==> src/hdl/tpwm_pkg.sv <==
// Constants for the pulse and waveform timer block
package tpwm_pkg;
    localparam logic [5:0]  OFF_CTRL1    = 6'h00;
    localparam logic [5:0]  OFF_CTRL2    = 6'h04;
    localparam logic [5:0]  OFF_STATUS   = 6'h08;
    localparam logic [5:0]  OFF_CMP1_HI  = 6'h0C;
    localparam logic [5:0]  OFF_CMP1_LO  = 6'h10;
    localparam logic [5:0]  OFF_CMP2_HI  = 6'h14;
    localparam logic [5:0]  OFF_CMP2_LO  = 6'h18;
    localparam logic [5:0]  OFF_CAP1_HI  = 6'h1C;
    localparam logic [5:0]  OFF_CAP1_LO  = 6'h20;
    localparam logic [5:0]  OFF_CAP2_HI  = 6'h24;
    localparam logic [5:0]  OFF_CAP2_LO  = 6'h28;
    localparam logic [5:0]  OFF_COUNT    = 6'h2C;
    // Control 1 field positions
    localparam int C1_CAP_IE  = 7;
    localparam int C1_CMP_IE  = 6;
    localparam int C1_FORCE2  = 4;
    localparam int C1_FORCE1  = 3;
    localparam int C1_LEVEL2  = 2;
    localparam int C1_EDGE1   = 1;
    localparam int C1_LEVEL1  = 0;
    // Control 2 field positions
    localparam int C2_PIN1_EN = 7;
    localparam int C2_PIN2_EN = 6;
    localparam int C2_SINGLE  = 5;
    localparam int C2_CYCLIC  = 4;
    localparam int C2_DIV_HI  = 3;
    localparam int C2_DIV_LO  = 2;
    localparam int C2_EDGE2   = 1;
    localparam int C2_EXT_EDG = 0;
    // Status field positions
    localparam int ST_CAP1    = 7;
    localparam int ST_CMP1    = 6;
    localparam int ST_CAP2    = 4;
    localparam int ST_CMP2    = 3;
    // Clock divider field encodings and prescaler last counts
    localparam logic [1:0] DIV_BY4 = 2'h0;
    localparam logic [1:0] DIV_BY2 = 2'h1;
    localparam logic [1:0] DIV_BY8 = 2'h2;
    localparam logic [1:0] DIV_EXT = 2'h3;
    localparam logic [2:0] PRE_LAST4 = 3'h3;
    localparam logic [2:0] PRE_LAST2 = 3'h1;
    localparam logic [2:0] PRE_LAST8 = 3'h7;
    // Reset and load values
    localparam logic [7:0]  CTRL_RESET  = 8'h00;
    localparam logic [15:0] CMP_RESET   = 16'h8000;
    localparam logic [15:0] COUNT_RESET = 16'h0000;
    localparam logic [15:0] COUNT_LOAD  = 16'hFFFC;
    localparam logic [15:0] CAP1_LOAD   = 16'hFFFD;
endpackage : tpwm_pkg

==> src/hdl/tpwm_timer.sv <==
// Timer with forced compare, single pulse and cyclic pulse-width modes
//
// Chosen here: the register addresses and the APB interface to the registers.
`timescale 1ns/1ps

// What this block does
// - Force bit copies level bit, no flag
// - Force bits ignored in pulse modes
// - Single pulse uses capture one, compare one
// - Trigger loads FFFC, second level, capture FFFD
// - Trigger flag may request interrupt
// - Flag clears after status read, low access
// - Compare one match ends pulse, first level
// - Timer clock divided 2/4/8 or external
// - Single pulse: no flag one, flag two works
// - Both modes selected: cyclic mode wins
// - Single pulse: capture two works, one not
// - Single pulse: compare two no pin waveform
// - Cyclic mode owns compare one and two
// - Cyclic mode compare values double buffered
// - Cyclic compare two match reloads FFFC
// - Cyclic pin one takes first level, then second
// - High byte write suspends compare until low
// - Cyclic mode never sets compare flags
// - Cyclic period end sets capture flag one
// - Cyclic mode disconnects capture pin one
// - Wait mode leaves timer running
// - Halt stops counter, resumes held count
// - Capture in halt sets flag at exit
// - External select without pin stops counter
module tpwm_timer #(
    parameter bit HAS_EXT_CLK = 1'b1
) (
    input  wire logic        clock,
    input  wire logic        rstn,
    input  wire logic        psel,
    input  wire logic        penable,
    input  wire logic        pwrite,
    input  wire logic [31:0] paddr,
    input  wire logic [31:0] pwdata,
    output logic      [31:0] prdata,
    output logic             pready,
    output logic             pslverr,
    input  wire logic        firstCapturePin,
    input  wire logic        secondCapturePin,
    input  wire logic        extClockPin,
    input  wire logic        haltMode,
    input  wire logic        cpuIrqMask,
    output logic             firstComparePin,
    output logic             firstComparePinEn,
    output logic             secondComparePin,
    output logic             secondComparePinEn,
    output logic             timerIrq
);
    typedef struct packed {
        logic [7:0]  ctrl1;
        logic [7:0]  ctrl2;
        logic        capFlag1;
        logic        capFlag2;
        logic        cmpFlag1;
        logic        cmpFlag2;
        logic [3:0]  clrArm;
        logic [15:0] count;
        logic [2:0]  pre;
        logic [15:0] cmp1;
        logic [15:0] cmp2;
        logic [15:0] cmp1Act;
        logic [15:0] cmp2Act;
        logic [1:0]  cmpInh;
        logic [1:0]  capInh;
        logic [15:0] cap1;
        logic [15:0] cap2;
        logic        pin1;
        logic        pin2;
        logic [2:0]  sync1;
        logic [2:0]  sync2;
        logic [2:0]  syncX;
        logic [1:0]  haltArm;
        logic        haltPrev;
        logic [31:0] rdata;
        logic        err;
    } tpwm_state_t;

    tpwm_state_t st_reg;
    tpwm_state_t st_next;

    // Edge seen on the settled stages; stage zero is never looked at
    function automatic logic edgeSeen(input logic [2:0] s, input logic rise);
        edgeSeen = rise ? (s[1] & ~s[2]) : (~s[1] & s[2]);
    endfunction : edgeSeen
    function automatic logic mapped(input logic [5:0] a);
        mapped = (a <= tpwm_pkg::OFF_COUNT) && (a[1:0] == 2'h0);
    endfunction : mapped

    logic [5:0] addr;
    logic       acc;
    logic       rd;
    logic       wr;

    assign addr   = paddr[5:0];
    assign acc    = psel & penable & (paddr[31:6] == 26'h000_0000);
    assign rd     = acc & ~pwrite;
    assign wr     = acc & pwrite;
    assign pready = 1'b1;
    assign prdata = st_reg.rdata;
    assign pslverr = psel & penable & st_reg.err;

    assign firstComparePin    = st_reg.pin1;
    assign firstComparePinEn  = st_reg.ctrl2[tpwm_pkg::C2_PIN1_EN];
    assign secondComparePin   = st_reg.pin2;
    assign secondComparePinEn = st_reg.ctrl2[tpwm_pkg::C2_PIN2_EN];

    // Wait mode has no input here: nothing gates the timer
    assign timerIrq = ~cpuIrqMask & (
        (st_reg.ctrl1[tpwm_pkg::C1_CAP_IE]
            & (st_reg.capFlag1 | st_reg.capFlag2)) |
        (st_reg.ctrl1[tpwm_pkg::C1_CMP_IE]
            & (st_reg.cmpFlag1 | st_reg.cmpFlag2)));
    always_comb
    begin
        logic       cyclic;
        logic       single;
        logic       tick;
        logic [2:0] preLast;
        logic       trig;
        logic       cap2Edge;
        logic       match1;
        logic       match2;
        cyclic   = st_reg.ctrl2[tpwm_pkg::C2_CYCLIC];
        single   = st_reg.ctrl2[tpwm_pkg::C2_SINGLE] & ~cyclic;
        // Pin one is the trigger in single pulse, cut off in cyclic
        trig     = edgeSeen(st_reg.sync1, st_reg.ctrl1[tpwm_pkg::C1_EDGE1]);
        cap2Edge = edgeSeen(st_reg.sync2, st_reg.ctrl2[tpwm_pkg::C2_EDGE2]);
        tick     = 1'b0;
        preLast  = tpwm_pkg::PRE_LAST4;
        match1   = 1'b0;
        match2   = 1'b0;
        st_next  = st_reg;
        st_next.sync1 = {st_reg.sync1[1:0], firstCapturePin};
        st_next.sync2 = {st_reg.sync2[1:0], secondCapturePin};
        st_next.syncX = {st_reg.syncX[1:0], extClockPin};
        st_next.haltPrev = haltMode;
        // Prescaler and timer tick
        case (st_reg.ctrl2[tpwm_pkg::C2_DIV_HI:tpwm_pkg::C2_DIV_LO])
            tpwm_pkg::DIV_BY2: preLast = tpwm_pkg::PRE_LAST2;
            tpwm_pkg::DIV_BY8: preLast = tpwm_pkg::PRE_LAST8;
            default:           preLast = tpwm_pkg::PRE_LAST4;
        endcase
        if (st_reg.ctrl2[tpwm_pkg::C2_DIV_HI:tpwm_pkg::C2_DIV_LO]
            == tpwm_pkg::DIV_EXT)
        begin
            st_next.pre = 3'h0;
            tick = HAS_EXT_CLK
                & edgeSeen(st_reg.syncX,
                           st_reg.ctrl2[tpwm_pkg::C2_EXT_EDG]);
        end
        else if (st_reg.pre == preLast)
        begin
            st_next.pre = 3'h0;
            tick = 1'b1;
        end
        else
            st_next.pre = st_reg.pre + 3'h1;
        // Counter holds in halt and restarts from the held value
        if (haltMode)
            tick = 1'b0;
        // Cyclic mode compares against the buffered copies
        if (!cyclic)
        begin
            st_next.cmp1Act = st_reg.cmp1;
            st_next.cmp2Act = st_reg.cmp2;
        end
        match1 = tick & ~st_reg.cmpInh[0] & (st_reg.count ==
            (cyclic ? st_reg.cmp1Act : st_reg.cmp1));
        match2 = tick & ~st_reg.cmpInh[1] & (st_reg.count ==
            (cyclic ? st_reg.cmp2Act : st_reg.cmp2));
        if (tick)
            st_next.count = st_reg.count + 16'h0001;
        // APB side: flag clearing sequence; sets below override
        if (psel & ~penable)
        begin
            // Kept through the access phase, where pslverr shows it
            st_next.err = ~mapped(addr);
            case (addr)
                tpwm_pkg::OFF_CTRL1:   st_next.rdata = {24'h00_0000, st_reg.ctrl1};
                tpwm_pkg::OFF_CTRL2:   st_next.rdata = {24'h00_0000, st_reg.ctrl2};
                tpwm_pkg::OFF_STATUS:
                    st_next.rdata = {24'h00_0000, st_reg.capFlag1,
                        st_reg.cmpFlag1, 1'b0, st_reg.capFlag2,
                        st_reg.cmpFlag2, 3'h0};
                tpwm_pkg::OFF_CMP1_HI: st_next.rdata = {24'h00_0000, st_reg.cmp1[15:8]};
                tpwm_pkg::OFF_CMP1_LO: st_next.rdata = {24'h00_0000, st_reg.cmp1[7:0]};
                tpwm_pkg::OFF_CMP2_HI: st_next.rdata = {24'h00_0000, st_reg.cmp2[15:8]};
                tpwm_pkg::OFF_CMP2_LO: st_next.rdata = {24'h00_0000, st_reg.cmp2[7:0]};
                tpwm_pkg::OFF_CAP1_HI: st_next.rdata = {24'h00_0000, st_reg.cap1[15:8]};
                tpwm_pkg::OFF_CAP1_LO: st_next.rdata = {24'h00_0000, st_reg.cap1[7:0]};
                tpwm_pkg::OFF_CAP2_HI: st_next.rdata = {24'h00_0000, st_reg.cap2[15:8]};
                tpwm_pkg::OFF_CAP2_LO: st_next.rdata = {24'h00_0000, st_reg.cap2[7:0]};
                tpwm_pkg::OFF_COUNT:   st_next.rdata = {16'h0000, st_reg.count};
                default:               st_next.rdata = 32'h0000_0000;
            endcase
        end
        if (rd && addr == tpwm_pkg::OFF_STATUS)
        begin
            st_next.clrArm = st_reg.clrArm | {st_reg.cmpFlag2,
                st_reg.cmpFlag1, st_reg.capFlag2, st_reg.capFlag1};
        end
        if (acc)
        begin
            case (addr)
                tpwm_pkg::OFF_CAP1_LO:
                begin
                    if (st_reg.clrArm[0])
                        st_next.capFlag1 = 1'b0;
                    st_next.clrArm[0] = 1'b0;
                    st_next.capInh[0] &= ~rd;
                end
                tpwm_pkg::OFF_CAP2_LO:
                begin
                    if (st_reg.clrArm[1])
                        st_next.capFlag2 = 1'b0;
                    st_next.clrArm[1] = 1'b0;
                    st_next.capInh[1] &= ~rd;
                end
                tpwm_pkg::OFF_CAP1_HI: st_next.capInh[0] |= rd;
                tpwm_pkg::OFF_CAP2_HI: st_next.capInh[1] |= rd;
                tpwm_pkg::OFF_CMP1_LO:
                begin
                    if (st_reg.clrArm[2])
                        st_next.cmpFlag1 = 1'b0;
                    st_next.clrArm[2] = 1'b0;
                    if (wr)
                    begin
                        st_next.cmp1[7:0] = pwdata[7:0];
                        st_next.cmpInh[0] = 1'b0;
                    end
                end
                tpwm_pkg::OFF_CMP2_LO:
                begin
                    if (st_reg.clrArm[3])
                        st_next.cmpFlag2 = 1'b0;
                    st_next.clrArm[3] = 1'b0;
                    if (wr)
                    begin
                        st_next.cmp2[7:0] = pwdata[7:0];
                        st_next.cmpInh[1] = 1'b0;
                    end
                end
                tpwm_pkg::OFF_CMP1_HI:
                    if (wr)
                    begin
                        st_next.cmp1[15:8] = pwdata[7:0];
                        st_next.cmpInh[0] = 1'b1;
                    end
                tpwm_pkg::OFF_CMP2_HI:
                    if (wr)
                    begin
                        st_next.cmp2[15:8] = pwdata[7:0];
                        st_next.cmpInh[1] = 1'b1;
                    end
                tpwm_pkg::OFF_CTRL1:
                    if (wr)
                        st_next.ctrl1 = pwdata[7:0];
                tpwm_pkg::OFF_CTRL2:
                    if (wr)
                        st_next.ctrl2 = pwdata[7:0];
                default: ;
            endcase
        end
        // Second capture works in every mode
        if (cap2Edge && haltMode)
            st_next.haltArm[1] = 1'b1;
        else if (cap2Edge && !st_reg.capInh[1])
        begin
            st_next.capFlag2 = 1'b1;
            st_next.cap2 = st_reg.count;
        end
        if (cyclic)
        begin
            // Compare flags stay untouched in cyclic mode
            if (match1)
                st_next.pin1 = st_reg.ctrl1[tpwm_pkg::C1_LEVEL1];
            if (match2)
            begin
                st_next.count    = tpwm_pkg::COUNT_LOAD;
                st_next.pre      = 3'h0;
                st_next.pin1     = st_reg.ctrl1[tpwm_pkg::C1_LEVEL2];
                st_next.capFlag1 = 1'b1;
                st_next.cmp1Act  = st_reg.cmp1;
                st_next.cmp2Act  = st_reg.cmp2;
            end
        end
        else if (single)
        begin
            // Pin stays at the first level until the next trigger
            if (match1)
                st_next.pin1 = st_reg.ctrl1[tpwm_pkg::C1_LEVEL1];
            if (match2)
                st_next.cmpFlag2 = 1'b1;
            if (trig && haltMode)
                st_next.haltArm[0] = 1'b1;
            else if (trig)
            begin
                st_next.count    = tpwm_pkg::COUNT_LOAD;
                st_next.pre      = 3'h0;
                st_next.pin1     = st_reg.ctrl1[tpwm_pkg::C1_LEVEL2];
                st_next.capFlag1 = 1'b1;
                st_next.cap1     = tpwm_pkg::CAP1_LOAD;
            end
        end
        else
        begin
            if (match1)
            begin
                st_next.cmpFlag1 = 1'b1;
                st_next.pin1 = st_reg.ctrl1[tpwm_pkg::C1_LEVEL1];
            end
            if (match2)
            begin
                st_next.cmpFlag2 = 1'b1;
                st_next.pin2 = st_reg.ctrl1[tpwm_pkg::C1_LEVEL2];
            end
            // Forcing only copies the level; no flag is touched
            if (st_reg.ctrl1[tpwm_pkg::C1_FORCE1])
                st_next.pin1 = st_reg.ctrl1[tpwm_pkg::C1_LEVEL1];
            if (st_reg.ctrl1[tpwm_pkg::C1_FORCE2])
                st_next.pin2 = st_reg.ctrl1[tpwm_pkg::C1_LEVEL2];
            if (trig && haltMode)
                st_next.haltArm[0] = 1'b1;
            else if (trig && !st_reg.capInh[0])
            begin
                st_next.capFlag1 = 1'b1;
                st_next.cap1 = st_reg.count;
            end
        end
        // Leaving halt without reset: armed captures take the held count
        if (st_reg.haltPrev & ~haltMode)
        begin
            st_next.haltArm = 2'h0;
            if (st_reg.haltArm[0])
            begin
                st_next.capFlag1 = 1'b1;
                st_next.cap1 = st_reg.count;
            end
            if (st_reg.haltArm[1])
            begin
                st_next.capFlag2 = 1'b1;
                st_next.cap2 = st_reg.count;
            end
        end
    end
    always_ff @(posedge clock or negedge rstn)
    begin
        if (!rstn)
        begin
            st_reg          <= '0;
            st_reg.ctrl1    <= tpwm_pkg::CTRL_RESET;
            st_reg.ctrl2    <= tpwm_pkg::CTRL_RESET;
            st_reg.count    <= tpwm_pkg::COUNT_RESET;
            st_reg.cmp1     <= tpwm_pkg::CMP_RESET;
            st_reg.cmp2     <= tpwm_pkg::CMP_RESET;
            st_reg.cmp1Act  <= tpwm_pkg::CMP_RESET;
            st_reg.cmp2Act  <= tpwm_pkg::CMP_RESET;
        end
        else
        begin
            st_reg <= st_next;
        end
    end
endmodule : tpwm_timer

==> config.mk <==
export PLATFORM = sky130hd
export DESIGN_NAME = tpwm_timer
export DESIGN_NICKNAME = d
export VERILOG_FILES = /design/src/hdl/tpwm_pkg.sv /design/src/hdl/tpwm_timer.sv
export SDC_FILE = /design/constraint.sdc
export NUM_CORES = 1
export LEC_CHECK = 0
export ABC_AREA = 1
export ABC_CLOCK_PERIOD_IN_PS = 1900
export CORE_MARGIN = 5
export CORE_UTILIZATION = 40
export CTS_CLUSTER_DIAMETER = 80
export CTS_CLUSTER_SIZE = 28
export DETAILED_ROUTE_END_ITERATION = 7
export DONT_BUFFER_PORTS = 1
export PLACE_DENSITY = 0.65
export SLEW_MARGIN = 20
export SYNTH_ARGS = -nofsm -noshare
export SYNTH_HDL_FRONTEND = slang
export SYNTH_SLANG_ARGS = --single-unit
==> constraint.sdc <==
create_clock -name clock -period 1.9 [get_ports clock]
set_input_delay 0.285 -clock clock [delete_from_list [all_inputs] [get_ports clock]]
set_output_delay 0.285 -clock clock [all_outputs]
set_load 0.01 [all_outputs]
# Word level (Yosys, flattened, before mapping)
# Index checks and enable logic that the tools add are counted.
dict set report word_totals {
  reg_bits 190
  inputBits 74
  elab_cells 211
}
dict set report op_classes {
  addsub 2
  order_cmp 1
  eq_ne 22
  mux 80
  bitwise_logic 45
  n_reduce_logical 30
}
# op count
set ops {}
lappend ops {{$mux W16} 13}
lappend ops {{$pmux W16 S12} 1}
lappend ops {{$mux W32} 4}
lappend ops {{$mux W19} 5}
lappend ops {{$mux W1} 44}
lappend ops {{$eq A16 B16 Y1} 2}
lappend ops {{$logic_not A26 Y1} 1}
lappend ops {{$eq A6 B5 Y1 const B} 4}
lappend ops {{$eq A6 B6 Y1 const B} 4}
lappend ops {{$and A1 B1 Y1} 23}
lappend ops {{$reduce_and A3 Y1} 7}
lappend ops {{$add A16 B1 Y16 const B} 1}
lappend ops {{$not A1 Y1} 16}
lappend ops {{$reduce_bool A2 Y1} 7}
lappend ops {{$eq A6 B4 Y1 const B} 2}
lappend ops {{$mux W2} 4}
lappend ops {{$mux W8} 1}
lappend ops {{$ne A2 B2 Y1 const B} 4}
lappend ops {{$pmux W1 S2} 4}
lappend ops {{$reduce_and A4 Y1} 2}
lappend ops {{$eq A6 B3 Y1 const B} 1}
lappend ops {{$le A6 B6 Y1 const B} 1}
lappend ops {{$logic_and A1 B1 Y1} 6}
lappend ops {{$logic_not A6 Y1} 1}
lappend ops {{other kinds (13)} 22}

# Depth between registers and ports, before layout
dict set report depth {
  word_depth 13
  depth_mapped 17
  depth_no_buf 15
}

# Least setup slack after synthesis
# Ideal clock, no wire load.
dict set report synth_timing {
  kind {reg-to-reg}
  from {reg st_reg[178] in the netlist's numbering}
  to {reg st_reg[93] in the netlist's numbering}
  t_arrival_ns 1.676
  required_time_ns 1.773
  setup_slack_ns 0.098
  path_stages_with_launch 13
  path_buffers 3
  cell_sequence {dfrtp_1 -> buf_6 -> buf_6 -> o21a_1 -> nand2_1 -> nand2_1 -> nor2_1 -> nand2_1 -> nor2_4 -> nand4_4 -> inv_2 -> buf_2 -> o22ai_1}
}
# item line_no
set synth_lines {}
lappend synth_lines {{start: declaration} tpwm_timer.sv:84} ;# tpwm_state_t st_reg;
lappend synth_lines {{start signal: assignment} tpwm_timer.sv:367} ;# st_reg <= st_next;

==> out/results.txt <==
For the number of placed instances, taps included, the log shows 1483. For the post-DP HPWL, the log shows 22600 um. The total global routing track utilization is 0.233, and the count of final hold-check violations is 174. Setup violations remaining at the end of the flow were counted as 52. Synthesis produced 1100 cells.

The power density over the cells is 860 nW/um^2. The average instance in the mapped netlist occupies 8.08 um^2. The flip-flop count of the largest register, all copies and words added works out to 146. The net count reported at finish is 1306, and the clock-pin slew of the registers on the worst-case setup and hold paths is 0.07 ns. The smallest clock period supported by the final layout is computed as 2.07 ns. The clock tree synthesis step divided the H-tree into 4 levels. Dividing the detail-routed via count by the number of cells gives 5.36. The maximum net fanout on the critical path is 21, and the routability congestion estimate is 0.945. The proportion of register bits with asynchronous set or reset after synthesis is 1.00, and the count of buffers from port buffering is 0. The classification of the worst setup path is reg2reg. The flip-flop and latch count after synthesis was 174.

In this run the standard cell core region covers 21800 um^2. The detailed router finished its first iteration with 882 violations. The die height is 159 um, and the post-route cell area is 11000 um^2. After synthesis the cells add up to 8880 um^2. For the final global-route overflow total, the log shows 0. The count of nets left with antenna violations once routing finished came out at 0. TritonCTS built the clock tree.

During synthesis, Yosys emitted a total of 0 warnings. The worst setup path is launched from a register. The final reports fail on negative hold slack, negative setup slack.

Clock tree synthesis inserted a total of 17 buffers. The routed length per placed instance is 19.8 um, and the source-to-sink clock delay at the later pin of the worst-skew pair is 0.44 ns. The type of the most critical hold path is in2async.

For the sequential-to-total area share from yosys stat, the log shows 0.491. During I/O placement, the number of pins put on the boundary was 113. The run gives 4 as the number of hold-repair buffers added at the cts stage. The fraction of layout cells with a size suffix above 1 came out at 0.209.

The detailed router placed 8157 vias in this run. The overall die area came out at 25300 um^2. Initial antenna violation count: 0.

The top-area cell type share of the netlist area works out to 0.479. Wires add up to 30200 um. The maximum achievable frequency is 483 MHz, and the final design utilization is 0.502. The share of the cycle needed by the critical path after routing was 1.09. The run gives 7842 as the number of global-route vias before repair. Compared with the post-synthesis result, the final layout area differs by 23.3%. The tools report the leakage component of the power as 5.38 nW.

The filler cells instantiated in the layout total 2106. The total cell area at the placement stage was 10100 um^2; the total number of placement rows was 54. The cell sitting at the root of the clock tree is a sky130_fd_sc_hd__clkbuf_16. The logs give 175 for the largest net degree at the start of global routing and 0.563 mV for the highest ir drop seen on vdd. STA classifies the critical path endpoint as a register.

The top flip-flop cell by instance count after synthesis was sky130_fd_sc_hd__dfrtp_1. The largest total area in the synthesized netlist belongs to sky130_fd_sc_hd__dfrtp_1. The max-cap violation count came out at 0. The clock passes through at most 2 buffers. The logs give -0.168 ns for the final critical-path setup slack and -0.458 ns for the worst slack on hold paths.

The first-pass GRT wire length was 46100 um. By area the synthesized netlist is led by sky130_fd_sc_hd__dfrtp_1 48%, sky130_fd_sc_hd__nand2_1 12%, sky130_fd_sc_hd__o21ai_0 6.4%, sky130_fd_sc_hd__inv_1 5.7%, sky130_fd_sc_hd__nand3_1 3.3%. The first detailed-routing pass took 5 iterations.

The run finished, with violations left. The logs give 0.407 for the initial core utilization and 0 for the count of pins over their slew limit. The number of flops mapped to enable cells by yosys is 0, and the number of antenna cells inserted is 0. Post-layout instance count excluding filler cells: 1523. The tree built by TritonCTS fans out to 174 sinks. The die boundary width is 159 um, and the setup slack of the worst register-to-register path is -0.17 ns. On the final layout, the worst clock skew is 0.00939 ns. Setup repair after global routing could not meet its margin everywhere. In the routed design, unresolved DRC markers number 0.

For the worst setup path, the data required time is 2.22 ns. The data arrival time of the critical path came out at 2.39 ns. The number of distinct library cell variants in the gate-level netlist after synthesis came out at 54.
## worst max-delay path, cell delays in order (launching register included)
cell	delay, ns
sky130_fd_sc_hd__dfrtp_2	0.46
sky130_fd_sc_hd__buf_12	0.18
sky130_fd_sc_hd__nand2_2	0.05
sky130_fd_sc_hd__o21ai_1	0.05
sky130_fd_sc_hd__buf_4	0.15
sky130_fd_sc_hd__xor2_2	0.15
sky130_fd_sc_hd__nor3_4	0.27
sky130_fd_sc_hd__nand4_4	0.24
sky130_fd_sc_hd__clkinv_4	0.15
sky130_fd_sc_hd__clkbuf_16	0.16
sky130_fd_sc_hd__o22ai_1	0.08
## metrics by stage
| step | setup WS [ns] | setup TNS [ns] | power [W] |
|---|---|---|---|
| after global routing | -0.254 | -10.92 | 0.00977 |
| final | -0.168 | -5.88 | 0.00942 |
| after global placement | -0.202 | -4.51 | 0.00587 |
| after CTS | -0.130 | -3.72 | 0.00939 |
| after detailed placement | -0.229 | -7.21 | 0.00591 |
| after floorplan | 0.0979 | 0 | 0.00517 |
## cells in the final DEF (no fill, tap or decap), types with 3 or more instances in the layout
cell type,n
sky130_fd_sc_hd__nor2_2,5
sky130_fd_sc_hd__nor2_1,61
sky130_fd_sc_hd__nand3_1,53
sky130_fd_sc_hd__buf_6,3
sky130_fd_sc_hd__nor2_4,6
sky130_fd_sc_hd__nand4_1,6
sky130_fd_sc_hd__o21ai_1,31
sky130_fd_sc_hd__nor4_1,3
sky130_fd_sc_hd__a21oi_1,12
sky130_fd_sc_hd__buf_12,10
sky130_fd_sc_hd__dlygate4sd3_1,4
sky130_fd_sc_hd__a211oi_1,6
sky130_fd_sc_hd__nor3_1,7
sky130_fd_sc_hd__clkinv_4,5
sky130_fd_sc_hd__nand3_2,5
sky130_fd_sc_hd__nand2_2,18
sky130_fd_sc_hd__a221oi_1,15
sky130_fd_sc_hd__inv_6,5
sky130_fd_sc_hd__or2_1,4
sky130_fd_sc_hd__dfstp_2,4
sky130_fd_sc_hd__dfrtp_1,168
sky130_fd_sc_hd__clkbuf_16,18
sky130_fd_sc_hd__o22ai_1,39
sky130_fd_sc_hd__inv_1,131
sky130_fd_sc_hd__clkinv_2,4
sky130_fd_sc_hd__o21ai_2,10
sky130_fd_sc_hd__o21a_1,4
sky130_fd_sc_hd__buf_4,140
sky130_fd_sc_hd__xor2_1,6
sky130_fd_sc_hd__conb_1,17
sky130_fd_sc_hd__o2bb2ai_1,3
sky130_fd_sc_hd__nand2_1,283
sky130_fd_sc_hd__inv_2,4
sky130_fd_sc_hd__a21boi_0,3
sky130_fd_sc_hd__o21ai_0,108
## area by class of cell
class / instances / area [um^2] / area share
Clock buffer: 18 / 439 / 0.0401
Clock inverter: 14 / 131 / 0.0120
Inverter: 140 / 538 / 0.0491
Multi-Input combinational cell: 738 / 3750 / 0.342
Sequential cell: 174 / 4360 / 0.398
Tap cell: 280 / 350 / 0.0320
Timing Repair Buffer: 159 / 1380 / 0.126
## Yosys cell counts, drive strengths merged (9+ instances only)
cell type	instances
nor2	72
dfrtp	170
inv	138
a221oi	15
buf	55
a21oi	13
o21ai	149
nand3	59
nand4	9
nand2	303
nor3	9
o22ai	40
## layer usage
metal	vias to the layer above	GRT usage	part of all wire
met4	0	0.0582	0.022
met1	3898	0.331	0.44
met2	373	0.358	0.44
met5	-	0	0
met3	53	0.0606	0.095
li1	3833	-	-
## cell families after synthesis
family,after synthesis,share of synthesized area
AO/OA/AOI/OAI,245,0.159
XOR/XNOR,8,0.00789
adder cells (fa/ha/maj),2,0.00282
buffers and inverters,203,0.109
flip-flops,174,0.491
other,2,0.000845
AND/OR/NAND/NOR,466,0.229
## power by group
part	switching (W)	internal, W
clock	0.00160	0.00186
combinational	0.00105	0.000635
sequential	0.000228	0.00404
total	0.00288	0.00654
## path summary, 6_finish.rpt
path | endpoint | cells after the start | startpoint
min in group clock | st_reg[172] | 3 | haltMode
hold / removal | st_next[41] | 0 | rstn
max in group asynchronous | st_reg[165] | 0 | rstn
setup reg to reg | st_reg[92] | 10 | st_reg[178]
setup / recovery | st_reg[92] | 10 | st_reg[178]
hold reg to reg | st_next[44] | 0 | st_next[43]
## timing repair
action	CTS	global route
setup buffers	1	0
hold endpoints to repair	178	174
setup endpoints to repair	54	60
pin swaps	2	2
cloned	1	2
gates resized for setup	30	29
Note: power is estimated with default switching activity, not from simulation.
